==> config.mk <==
export PLATFORM = sky130hd
export DESIGN_NAME = imust_regs
export DESIGN_NICKNAME = d
export VERILOG_FILES = /design/src/logic/imust_pkg.sv /design/src/logic/imust_regs.sv /design/src/logic/imust_trim_mem.sv
export VERILOG_INCLUDE_DIRS = /design/src /design/src/logic
export SDC_FILE = /design/constraint.sdc
export NUM_CORES = 1
export LEC_CHECK = 0
export BUFFER_PORTS_ARGS = -buffer_cell sky130_fd_sc_hd__buf_2
export CAP_MARGIN = 10
export CORE_MARGIN = 2
export CORE_UTILIZATION = 50
export CTS_CLUSTER_SIZE = 30
export DETAILED_ROUTE_END_ITERATION = 7
export PLACE_DENSITY = 0.81
export SYNTH_ARGS = -nofsm -noshare
export SYNTH_HDL_FRONTEND = slang
export SYNTH_SLANG_ARGS = --single-unit
export TNS_END_PERCENT = 1
==> constraint.sdc <==
create_clock -name core_clk -period 4.8 [get_ports core_clk]
set_input_delay 0.24 -clock core_clk [delete_from_list [all_inputs] [get_ports core_clk]]
set_output_delay 0.24 -clock core_clk [all_outputs]
set_load 0.005 [all_outputs]
==> src/logic/imust_cfg.svh <==
// register map, field positions, reset values and timing counts
// assumes a core clock of 20 MHz and an 8-bit internal register port
`ifndef IMUST_CFG_SVH
`define IMUST_CFG_SVH
`define IMUST_ADDR_CHECK 8'h6d
`define IMUST_ADDR_BOOT 8'h70
`define IMUST_ADDR_TRIM0 8'h71
`define IMUST_ADDR_TRIM6 8'h77
`define IMUST_ADDR_TALLY_LO 8'h78
`define IMUST_ADDR_TALLY_HI 8'h79
`define IMUST_ADDR_CMD 8'h7e
`define IMUST_CMD_FOC 8'h03
`define IMUST_CMD_TALLY_CLR 8'hb2
`define IMUST_CHECK_RST 8'h00
`define IMUST_CHECK_MASK 8'h1f
`define IMUST_BOOT_MASK 8'h07
`define IMUST_ACC_RUN 2'h1
`define IMUST_BIT_GYR_CHK 4
`define IMUST_BIT_AMP 3
`define IMUST_BIT_SIGN 2
`define IMUST_BIT_WDT_EN 2
`define IMUST_BIT_WDT_SEL 1
`define IMUST_BIT_SER_ONLY 0
`define IMUST_BIT_GYR_TRIM 7
`define IMUST_BIT_ACC_TRIM 6
`define IMUST_CLK_HZ 20000000
`define IMUST_WDT_SHORT_MS 1
`define IMUST_WDT_LONG_MS 50
`define IMUST_WDT_SHORT_CYC (`IMUST_CLK_HZ / 1000 * `IMUST_WDT_SHORT_MS)
`define IMUST_WDT_LONG_CYC (`IMUST_CLK_HZ / 1000 * `IMUST_WDT_LONG_MS)
`endif

==> src/logic/imust_pkg.sv <==
// types shared by the trim and self-check register bank
// assumes nothing beyond a SystemVerilog compiler
package imust_pkg;
  typedef logic [7:0] imust_byte_t; // one register byte
  typedef logic [15:0] imust_word_t; // one sensor sample
  typedef enum logic [1:0] {
    IMUST_IF_AUTO, IMUST_IF_I2C, IMUST_IF_AUTO_MAG, IMUST_IF_RSVD
  } imust_ifmode_e;
endpackage

==> src/logic/imust_regs.sv <==
// self-check, boot interface, trim and step tally register bank
// assumes an 8-bit internal register port from the serial front end,
// a boot loader that streams non-volatile bytes, and sensor samples
//
// Notes on behaviour
// - gyro check bit starts gyro self-test, status reported
// - amplitude bit: one high, zero low, resets low
// - sign bit: one positive, zero negative excitation
// - accel check field: 00 off, 01 running
// - accel self-test drives all three axes together
// - interface config loaded from storage at boot
// - bus watchdog on data pin when enabled
// - watchdog period: zero 1 ms, one 50 ms
// - serial-only bit disables two-wire in autoconfig
// - offsets added only while trim enable set
// - trim bytes restored from storage, may be saved
// - host writes or calibration result updates offsets
// - accel offset eight bit signed, 3.9 mg
// - gyro offset ten bit signed, 0.061 dps
// - bytes 0-2 accel, 3-5 gyro, 6 upper
// - read-only 16-bit step tally, low first
// - command 0xb2 clears step tally
// - command 0x03 runs calibration, stores offsets
`timescale 1ns/1ns
`include "imust_cfg.svh"
module imust_regs #(
  parameter int WDT_SHORT_CYC = `IMUST_WDT_SHORT_CYC,
  parameter int WDT_LONG_CYC = `IMUST_WDT_LONG_CYC
) (
  // clock and reset
  input wire logic core_clk,
  input wire logic rst_n,
  // register port from the serial front end
  input wire logic reg_wr,
  input wire logic reg_rd,
  input wire logic [7:0] reg_addr,
  input wire imust_pkg::imust_byte_t reg_wdata,
  output imust_pkg::imust_byte_t reg_rdata,
  // non-volatile boot stream
  input wire logic nv_load,
  input wire logic [7:0] nv_addr,
  input wire imust_pkg::imust_byte_t nv_data,
  // calibration result stream
  input wire logic foc_done,
  input wire logic [2:0] foc_idx,
  input wire imust_pkg::imust_byte_t foc_data,
  // self-test hooks
  input wire logic gyr_check_ok,
  input wire logic acc_check_ok,
  output logic gyr_check_run,
  output logic [2:0] acc_check_axes,
  output logic acc_check_high,
  output logic acc_check_pos,
  output logic gyr_check_ok_flag,
  output logic acc_check_ok_flag,
  // primary interface steering
  input wire imust_pkg::imust_ifmode_e if_mode,
  input wire logic sda_pin,
  output logic two_wire_off,
  output logic bus_wdt_expired,
  // step detector and commands
  input wire logic step_pulse,
  output logic foc_start,
  // sensor datapath
  input wire logic samp_valid,
  input wire imust_pkg::imust_word_t acc_x,
  input wire imust_pkg::imust_word_t acc_y,
  input wire imust_pkg::imust_word_t acc_z,
  input wire imust_pkg::imust_word_t gyr_x,
  input wire imust_pkg::imust_word_t gyr_y,
  input wire imust_pkg::imust_word_t gyr_z,
  output imust_pkg::imust_word_t acc_x_o,
  output imust_pkg::imust_word_t acc_y_o,
  output imust_pkg::imust_word_t acc_z_o,
  output imust_pkg::imust_word_t gyr_x_o,
  output imust_pkg::imust_word_t gyr_y_o,
  output imust_pkg::imust_word_t gyr_z_o
);
  import imust_pkg::*;

  logic [7:0] check_q; // self-check control byte
  logic [7:0] boot_q; // boot interface config byte
  logic [15:0] tally_q; // step total
  logic [55:0] trim_img; // trim bytes as one word
  logic [7:0] trim_rd; // registered trim read data
  logic trim_wr; // any writer to trim storage
  logic [2:0] trim_idx; // byte being written
  logic [7:0] trim_wdata; // byte value written
  logic [7:0] rd_addr_q; // address of the read in flight
  logic [2:0] sda_sync_q; // data pin synchroniser
  logic sda_stable_q; // filtered data pin level
  logic [19:0] wdt_cnt_q; // watchdog low-time count
  logic tally_clr; // clear command seen
  logic [15:0] off_vec [6]; // sign-extended offsets
  logic [15:0] raw_vec [6]; // incoming samples
  logic acc_trim_on; // accel offsets applied
  logic gyr_trim_on; // gyro offsets applied
  logic [5:0] trim_on; // per-channel offset enable

  // bus, boot loader and calibration share one trim write port;
  // calibration wins since it reports a finished measurement
  // a bus write that collides with either stream is dropped, so the
  // host should leave the offsets alone while a calibration runs
  always_comb begin
    trim_wr = 1'b0;
    trim_idx = 3'h0;
    trim_wdata = 8'h00;
    if (foc_done) begin
      trim_wr = 1'b1;
      trim_idx = foc_idx;
      trim_wdata = foc_data;
    end else if (nv_load && nv_addr >= `IMUST_ADDR_TRIM0 &&
                 nv_addr <= `IMUST_ADDR_TRIM6) begin
      trim_wr = 1'b1;
      trim_idx = 3'(nv_addr - `IMUST_ADDR_TRIM0);
      trim_wdata = nv_data;
    end else if (reg_wr && reg_addr >= `IMUST_ADDR_TRIM0 &&
                 reg_addr <= `IMUST_ADDR_TRIM6) begin
      trim_wr = 1'b1;
      trim_idx = 3'(reg_addr - `IMUST_ADDR_TRIM0);
      trim_wdata = reg_wdata;
    end
  end

  // trim storage; byte order fixed by index
  // reads index storage straight off the bus address; the read mux
  // throws the byte away when the address is outside the trim range
  imust_trim_mem #(.DEPTH(7), .AW(3)) u_trim (
    .core_clk(core_clk),
    .rst_n(rst_n),
    .wr_en(trim_wr),
    .wr_idx(trim_idx),
    .wr_data(trim_wdata),
    .rd_idx(3'(reg_addr - `IMUST_ADDR_TRIM0)),
    .rd_data(trim_rd),
    .image(trim_img)
  );

  // self-check control byte, reserved bits masked off
  always_ff @(posedge core_clk) begin
    if (!rst_n) begin
      check_q <= `IMUST_CHECK_RST;
    end else if (reg_wr && reg_addr == `IMUST_ADDR_CHECK) begin
      check_q <= reg_wdata & `IMUST_CHECK_MASK;
    end
  end

  // drives are registered off the control byte, so they follow a
  // write by two edges; the sensor side never sees a half-written byte
  // self-test drive lines
  always_ff @(posedge core_clk) begin
    if (!rst_n) begin
      gyr_check_run <= 1'b0;
      acc_check_axes <= 3'h0;
      acc_check_high <= 1'b0;
      acc_check_pos <= 1'b0;
    end else begin
      gyr_check_run <= check_q[`IMUST_BIT_GYR_CHK];
      // only code 01 runs; other codes leave the test off
      acc_check_axes <= {3{check_q[1:0] == `IMUST_ACC_RUN}};
      acc_check_high <= check_q[`IMUST_BIT_AMP];
      acc_check_pos <= check_q[`IMUST_BIT_SIGN];
    end
  end

  // self-test outcome flags for the status register
  // qualified by the enable so a stale pass from an earlier run
  // never shows once the test is switched off
  always_ff @(posedge core_clk) begin
    if (!rst_n) begin
      gyr_check_ok_flag <= 1'b0;
      acc_check_ok_flag <= 1'b0;
    end else begin
      gyr_check_ok_flag <= check_q[`IMUST_BIT_GYR_CHK] & gyr_check_ok;
      acc_check_ok_flag <= (check_q[1:0] == `IMUST_ACC_RUN) & acc_check_ok;
    end
  end

  // boot interface byte: reset to zero, then boot stream, then bus
  // a bus write in the same cycle as a boot byte loses, so the
  // stored contents are what the interface comes up with
  always_ff @(posedge core_clk) begin
    if (!rst_n) begin
      boot_q <= 8'h00;
    end else if (nv_load && nv_addr == `IMUST_ADDR_BOOT) begin
      boot_q <= nv_data & `IMUST_BOOT_MASK;
    end else if (reg_wr && reg_addr == `IMUST_ADDR_BOOT) begin
      boot_q <= reg_wdata & `IMUST_BOOT_MASK;
    end
  end

  // serial-only steering, meaningful only in autoconfig modes
  always_ff @(posedge core_clk) begin
    if (!rst_n) begin
      two_wire_off <= 1'b0;
    end else begin
      two_wire_off <= boot_q[`IMUST_BIT_SER_ONLY] &&
        (if_mode == IMUST_IF_AUTO || if_mode == IMUST_IF_AUTO_MAG);
    end
  end

  // data pin comes from outside: three flops, last two must agree
  // reset to the idle high level so release gives no false low
  always_ff @(posedge core_clk) begin
    if (!rst_n) begin
      sda_sync_q <= 3'h7;
      sda_stable_q <= 1'b1;
    end else begin
      sda_sync_q <= {sda_sync_q[1:0], sda_pin};
      if (sda_sync_q[2] == sda_sync_q[1]) begin
        sda_stable_q <= sda_sync_q[2];
      end
    end
  end

  // watchdog: a data line held low too long releases the bus;
  // it only runs in two-wire mode so serial traffic cannot trip it
  // the count parks at the period so the flag holds until the line
  // rises; one shared counter serves both periods to save flops
  always_ff @(posedge core_clk) begin
    if (!rst_n) begin
      wdt_cnt_q <= 20'h00000;
      bus_wdt_expired <= 1'b0;
    end else if (!boot_q[`IMUST_BIT_WDT_EN] || two_wire_off ||
                 if_mode == IMUST_IF_RSVD || sda_stable_q) begin
      wdt_cnt_q <= 20'h00000;
      bus_wdt_expired <= 1'b0;
    end else if (wdt_cnt_q == (boot_q[`IMUST_BIT_WDT_SEL] ?
                 20'(WDT_LONG_CYC - 1) : 20'(WDT_SHORT_CYC - 1))) begin
      bus_wdt_expired <= 1'b1;
    end else begin
      wdt_cnt_q <= wdt_cnt_q + 20'h00001;
    end
  end

  // command decode for this bank's commands
  // other codes belong to the command block and are ignored here;
  // the calibration start is a one-cycle pulse, the engine owns the rest
  assign tally_clr = reg_wr && reg_addr == `IMUST_ADDR_CMD &&
                     reg_wdata == `IMUST_CMD_TALLY_CLR;
  always_ff @(posedge core_clk) begin
    if (!rst_n) begin
      foc_start <= 1'b0;
    end else begin
      foc_start <= reg_wr && reg_addr == `IMUST_ADDR_CMD &&
                   reg_wdata == `IMUST_CMD_FOC;
    end
  end

  // step total; a clear in the same cycle as a step wins over it
  // because the command restarts the count from zero
  always_ff @(posedge core_clk) begin
    if (!rst_n) begin
      tally_q <= 16'h0000;
    end else if (tally_clr) begin
      tally_q <= 16'h0000;
    end else if (step_pulse) begin
      tally_q <= tally_q + 16'h0001;
    end
  end

  // remember which register the read targets for the mux stage
  // only a read strobe moves it, so idle address changes between
  // reads cannot disturb the answer, except for trim bytes, which storage reads off the live address
  always_ff @(posedge core_clk) begin
    if (!rst_n) begin
      rd_addr_q <= 8'h00;
    end else if (reg_rd) begin
      rd_addr_q <= reg_addr;
    end
  end

  // read mux: trim data arrives one cycle later from storage,
  // so every read answers two cycles after the strobe
  // tally bytes are read live: a step between the two byte reads can
  // tear the pair, so software reads low, then high, then re-checks
  always_ff @(posedge core_clk) begin
    if (!rst_n) begin
      reg_rdata <= 8'h00;
    end else begin
      case (rd_addr_q)
        `IMUST_ADDR_CHECK: reg_rdata <= check_q;
        `IMUST_ADDR_BOOT: reg_rdata <= boot_q;
        `IMUST_ADDR_TALLY_LO: reg_rdata <= tally_q[7:0];
        `IMUST_ADDR_TALLY_HI: reg_rdata <= tally_q[15:8];
        default: begin
          if (rd_addr_q >= `IMUST_ADDR_TRIM0 &&
              rd_addr_q <= `IMUST_ADDR_TRIM6) begin
            reg_rdata <= trim_rd;
          end else begin
            reg_rdata <= 8'h00;
          end
        end
      endcase
    end
  end

  // sign-extend each offset to sample width
  // gyro upper bits sit two per axis in the top trim byte
  always_comb begin
    off_vec[0] = {{8{trim_img[7]}}, trim_img[7:0]};
    off_vec[1] = {{8{trim_img[15]}}, trim_img[15:8]};
    off_vec[2] = {{8{trim_img[23]}}, trim_img[23:16]};
    off_vec[3] = {{6{trim_img[49]}}, trim_img[49:48],
                  trim_img[31:24]};
    off_vec[4] = {{6{trim_img[51]}}, trim_img[51:50], trim_img[39:32]};
    off_vec[5] = {{6{trim_img[53]}}, trim_img[53:52], trim_img[47:40]};
    raw_vec[0] = acc_x;
    raw_vec[1] = acc_y;
    raw_vec[2] = acc_z;
    raw_vec[3] = gyr_x;
    raw_vec[4] = gyr_y;
    raw_vec[5] = gyr_z;
  end

  // trim enables live in the top byte of the trim image; a sample
  // that arrives with the enabling write still passes uncorrected,
  // since the byte lands in storage one edge later
  assign acc_trim_on = trim_img[48 + `IMUST_BIT_ACC_TRIM];
  assign gyr_trim_on = trim_img[48 + `IMUST_BIT_GYR_TRIM];
  assign trim_on = {{3{gyr_trim_on}}, {3{acc_trim_on}}};

  // offset adders; wrap-around is accepted, the sensor has headroom
  // accel offsets are added at the raw lsb weight; matching them to
  // the selected range is left to the filter stage upstream
  logic [15:0] adj_q [6]; // corrected samples
  for (genvar a = 0; a < 6; a++) begin : g_adj
    always_ff @(posedge core_clk) begin
      if (!rst_n) begin
        adj_q[a] <= 16'h0000;
      end else if (samp_valid) begin
        if (trim_on[a]) begin
          adj_q[a] <= raw_vec[a] + off_vec[a];
        end else begin
          adj_q[a] <= raw_vec[a];
        end
      end
    end
  end
  assign acc_x_o = adj_q[0];
  assign acc_y_o = adj_q[1];
  assign acc_z_o = adj_q[2];
  assign gyr_x_o = adj_q[3];
  assign gyr_y_o = adj_q[4];
  assign gyr_z_o = adj_q[5];
endmodule

==> src/logic/imust_trim_mem.sv <==
// seven-byte trim storage with registered read data
// assumes one write port and one read port on the same clock
`timescale 1ns/1ns
module imust_trim_mem #(
  parameter int DEPTH = 7,
  parameter int AW = 3
) (
  // clock and reset
  input wire logic core_clk,
  input wire logic rst_n,
  // write side
  input wire logic wr_en,
  input wire logic [AW-1:0] wr_idx,
  input wire logic [7:0] wr_data,
  // read side
  input wire logic [AW-1:0] rd_idx,
  output logic [7:0] rd_data,
  // whole image for the datapath
  output logic [8*DEPTH-1:0] image
);
  logic [7:0] mem_q [DEPTH]; // storage bytes

  // one storage byte per generate entry
  for (genvar i = 0; i < DEPTH; i++) begin : g_byte
    always_ff @(posedge core_clk) begin
      if (!rst_n) begin
        mem_q[i] <= 8'h00;
      end else if (wr_en && wr_idx == AW'(i)) begin
        mem_q[i] <= wr_data;
      end
    end
    assign image[8*i +: 8] = mem_q[i];
  end

  // registered read so the bus sees a flop
  always_ff @(posedge core_clk) begin
    if (!rst_n) begin
      rd_data <= 8'h00;
    end else if (rd_idx < AW'(DEPTH)) begin
      rd_data <= mem_q[rd_idx];
    end else begin
      rd_data <= 8'h00;
    end
  end
endmodule

==> impl_metrics.py <==
metrics = {
    "outcome": {
        "outcome": "complete, no violations",
    },
    "setup_path": {
        "crit_buf_inv": 2,
        "r2r_start": "u_trim.mem_q[1][0]",
        "slowest_stage": "a31oi_1",
        "start_kind": "input port",
        "path_cells": "buf_2 > inv_1 > ha_1 > nor2b_1 > o21bai_1 > o211a_1 > a22oi_1 > a31oi_1 > o21ai_1",
        "setup.worst_path.class": "in -> reg",
        "crit_fanout": 20,
        "required_ns": 4.99,
        "cp_top_family": "compound AO/OA/AOI/OAI gates",
        "slowest_delay_ns": 0.81,
        "end_kind": "register",
        "ff2ff_path_depth": 9,
        "cp.arrival_ns": 3.33,
        "r2r_slack_ns": 1.83,
        "worstReg2RegEnd": "adj_q[1][14]",
    },
    "global_route": {
        "globalRouteMet3Util_pct": 3.87,
        "grt.met1_usage_pct": 34.3,
        "grt_pass1_vias": 12300,
        "grt_pass1_wl_um": 63200,
        "antenna_found_initial": 7,
        "gr-max-usage-layer": "met2",
        "grt_max_degree": 62,
        "gr-usage-all-layers_pct": 25.6,
        "met2_usage_pct": 42.8,
        "grt_overflow": 0,
    },
    "timing": {
        "max_slew.worst_pin.slew_ns": 1.09,
        "setup_viol": 0,
        "fin_crit_ns": 3.13,
        "slew_viol_final": 0,
        "finalHoldViolations": 0,
        "hold_slack_ns": 0.0229,
        "fin_setup_tns_ns": 0,
        "max_freq_mhz": 319,
        "grt_setup_unrepaired": "false",
        "relSlewSlack_pct": 27.5,
        "final.period_utilization_pct": 65.3,
        "skew_ns": 0.0135,
    },
    "die": {
        "fp.dieH_um": 175,
        "initial_core_util_pct": 50.7,
        "fp.dieW_um": 175,
        "core_sq_mm": 0.0287,
        "rows": 62,
        "die_area_sq_mm": 0.0305,
        "io_pins": 267,
    },
    "min_path": {
        "holdPathEnd": "check_q[0]",
        "min_from": "reg_wdata[0]",
        "min_path_cells": 3,
        "hold_class": "in -> reg",
    },
    "drt": {
        "routed_wl_um": 40000,
        "dr_total_vias": 12800,
        "viasPerCell": 5.88,
        "drcViolationCount": 0,
        "drtIter0Drc": 1350,
        "wire_per_inst_um": 18.4,
        "postRouteAntennaNets": 0,
        "dr.pass1.iters": 8,
    },
    "yosys": {
        "ys_ff_latch": 233,
        "netlist_instances": 1496,
        "synth_cell_types": 78,
        "yosysTopAreaCell": "edfxtp_1",
        "ys_seq_area_share_pct": 42.5,
        "synthArstFlopShare_pct": 0,
        "synth_warnings": 0,
        "synth_area_sq_mm": 0.0146,
        "yosys_most_used_dff": "edfxtp_1",
        "synth_area_per_cell_sq_um": 9.73,
        "synth_edf_count": 152,
        "syn-num-nets": 1753,
        "synth_top_area_share_pct": 31.4,
        "ys_top_cells_by_area": "edfxtp_1 31%, dfxtp_1 11%, ha_1 8.5%",
    },
    "power": {
        "power_density_mw_per_mm2": 322,
        "peakVddDrop_uv": 289,
        "seqPwrFrac_pct": 42.1,
        "clock_power_share_pct": 37.5,
        "p_leak_uw": 0.00727,
        "combPwrFrac_pct": 20.4,
        "internal_power_uw": 4020,
        "power.switching_uw": 1560,
        "swShare_pct": 28.0,
    },
    "clocking": {
        "cts.sinks": 233,
        "numCtsBuffers": 26,
        "cts_max_level": 1,
        "cts_buffer_depth": 3,
        "ctsResizeCount": 0,
        "clk_latency_ns": 0.54,
        "path_clk_slew_ns": 0.06,
        "cts_hold_buf": 18,
        "cts-root-buf": "clkbuf_16",
        "cts_tree": "built",
        "cts_setup_buffers": 0,
    },
    "layout": {
        "fin_nets": 2018,
        "final_cell_mix": "266 x buf_2, 242 x nor2_1, 152 x edfxtp_1, 99 x ha_1, 91 x nand2_1",
        "layout.cells.non_filler": 2171,
        "finalInstanceArea_sq_mm": 0.0173,
        "final_common_cell": "buf_2",
        "areaGrowthSynthToFinish_pct": 19.0,
        "drive_gt1_share_pct": 19.2,
    },
    "placed_design": {
        "placed_cell_area_sq_mm": 0.0162,
        "place.gp.congestion": 0.916,
        "dpl.cell_count": 2098,
        "io_buffers": 266,
        "dp_hpwl_um": 29900,
    },
    "flow_run": {
        "drv_cap": 0,
    },
}
## cells by family after synthesis
kind of cell             share of synthesized area (%)
flip-flops                                        42.5
multiplexers                                      7.02
AND/OR/NAND/NOR                                   18.2
buffers and inverters                             2.31
adder cells (fa/ha/maj)                           9.33
AO/OA/AOI/OAI                                     15.4
XOR/XNOR                                          5.23
## routing by layer
layer / share of wire [%] / up-vias
met5: 0.067 / -
met3: 8.3 / 100
met2: 47 / 596
met4: 3.1 / 4
li1: - / 6113
met1: 41 / 5955
## layout make-up
cell class	count	area (sq um)
fillers	2376	11400
multi-input cells	1177	8050
flip-flops and latches	233	6190
repair buffers	294	1590
clock buffers	35	746
well taps	384	480
clock inverters	13	151
inverters	29	109
diodes	6	15.0
## how the worst max path moves through the flow
stage	start	end	slack, ns	cells past startpoint
6_report	reg_addr[0]	u_trim.mem_q[2][1]	1.67	9
5_1_grt	reg_addr[0]	u_trim.mem_q[2][6]	1.39	9
4_1_cts	reg_addr[0]	u_trim.mem_q[2][0]	1.72	9
3_5_place_dp	reg_addr[0]	u_trim.mem_q[2][4]	1.13	9
3_3_place_gp	reg_addr[0]	u_trim.mem_q[2][0]	1.32	9
2_1_floorplan	reg_addr[0]	u_trim.mem_q[0][0]	1.81	11
## synth_stat cells (all sizes together), types with 4 or more instances
master	instances
nor2	243
edfxtp	152
a21o	21
a22oi	7
nand4b	4
nand4	15
nand2b	25
a31o	6
fa	6
mux2i	83
o21ai	74
and2	9
o211ai	7
a221oi	8
dfxtp	81
a31oi	10
or4	7
xnor2	50
o2111ai	4
a21oi	77
and3	19
nor3	53
nor4	10
and4	4
nor3b	4
nand2	92
o22ai	13
a211oi	35
nand3	23
ha	99
or3	17
o21bai	7
nand3b	8
nor2b	16
xor2	37
clkbuf	44
inv	28
o221ai	6
a222oi	5
buf	13
o21a	25
o31ai	9
mux4	8
## registers in the layout (all words and copies together) (netlist names), 3 cells and up
signal	count
u_trim.mem_q	56
u_trim.rd_data	8
reg_rdata	8
sda_sync_q	3
rd_addr_q	8
wdt_cnt_q	20
tally_q	16
check_q	5
boot_q	3
adj_q	96
## metrics by stage
stage	setup WS, ns	util (%)	total power [uW]
floorplan	1.81	-	3130
global placement	1.32	56.5	3470
detailed placement	1.13	56.5	3500
CTS	1.72	60.3	5590
global route	1.39	60.4	5810
finish	1.67	60.4	5580
## power groups by stage
| stage | Sequential [uW] | Clock [uW] | Combinational, uW |
|---|---|---|---|
| floorplan | 2370 | 0 | 763 |
| finish | 2350 | 2090 | 1140 |
| detailed placement | 2390 | 0 | 1110 |
| global placement | 2390 | 0 | 1080 |
| global route | 2360 | 2190 | 1260 |
| CTS | 2350 | 2110 | 1130 |
## worst min-delay path, cell delays in order
cell,delay [ns]
buf_2,0.13
mux2i_1,0.08
nor2_1,0.08
(Power assumes the default switching activity.)
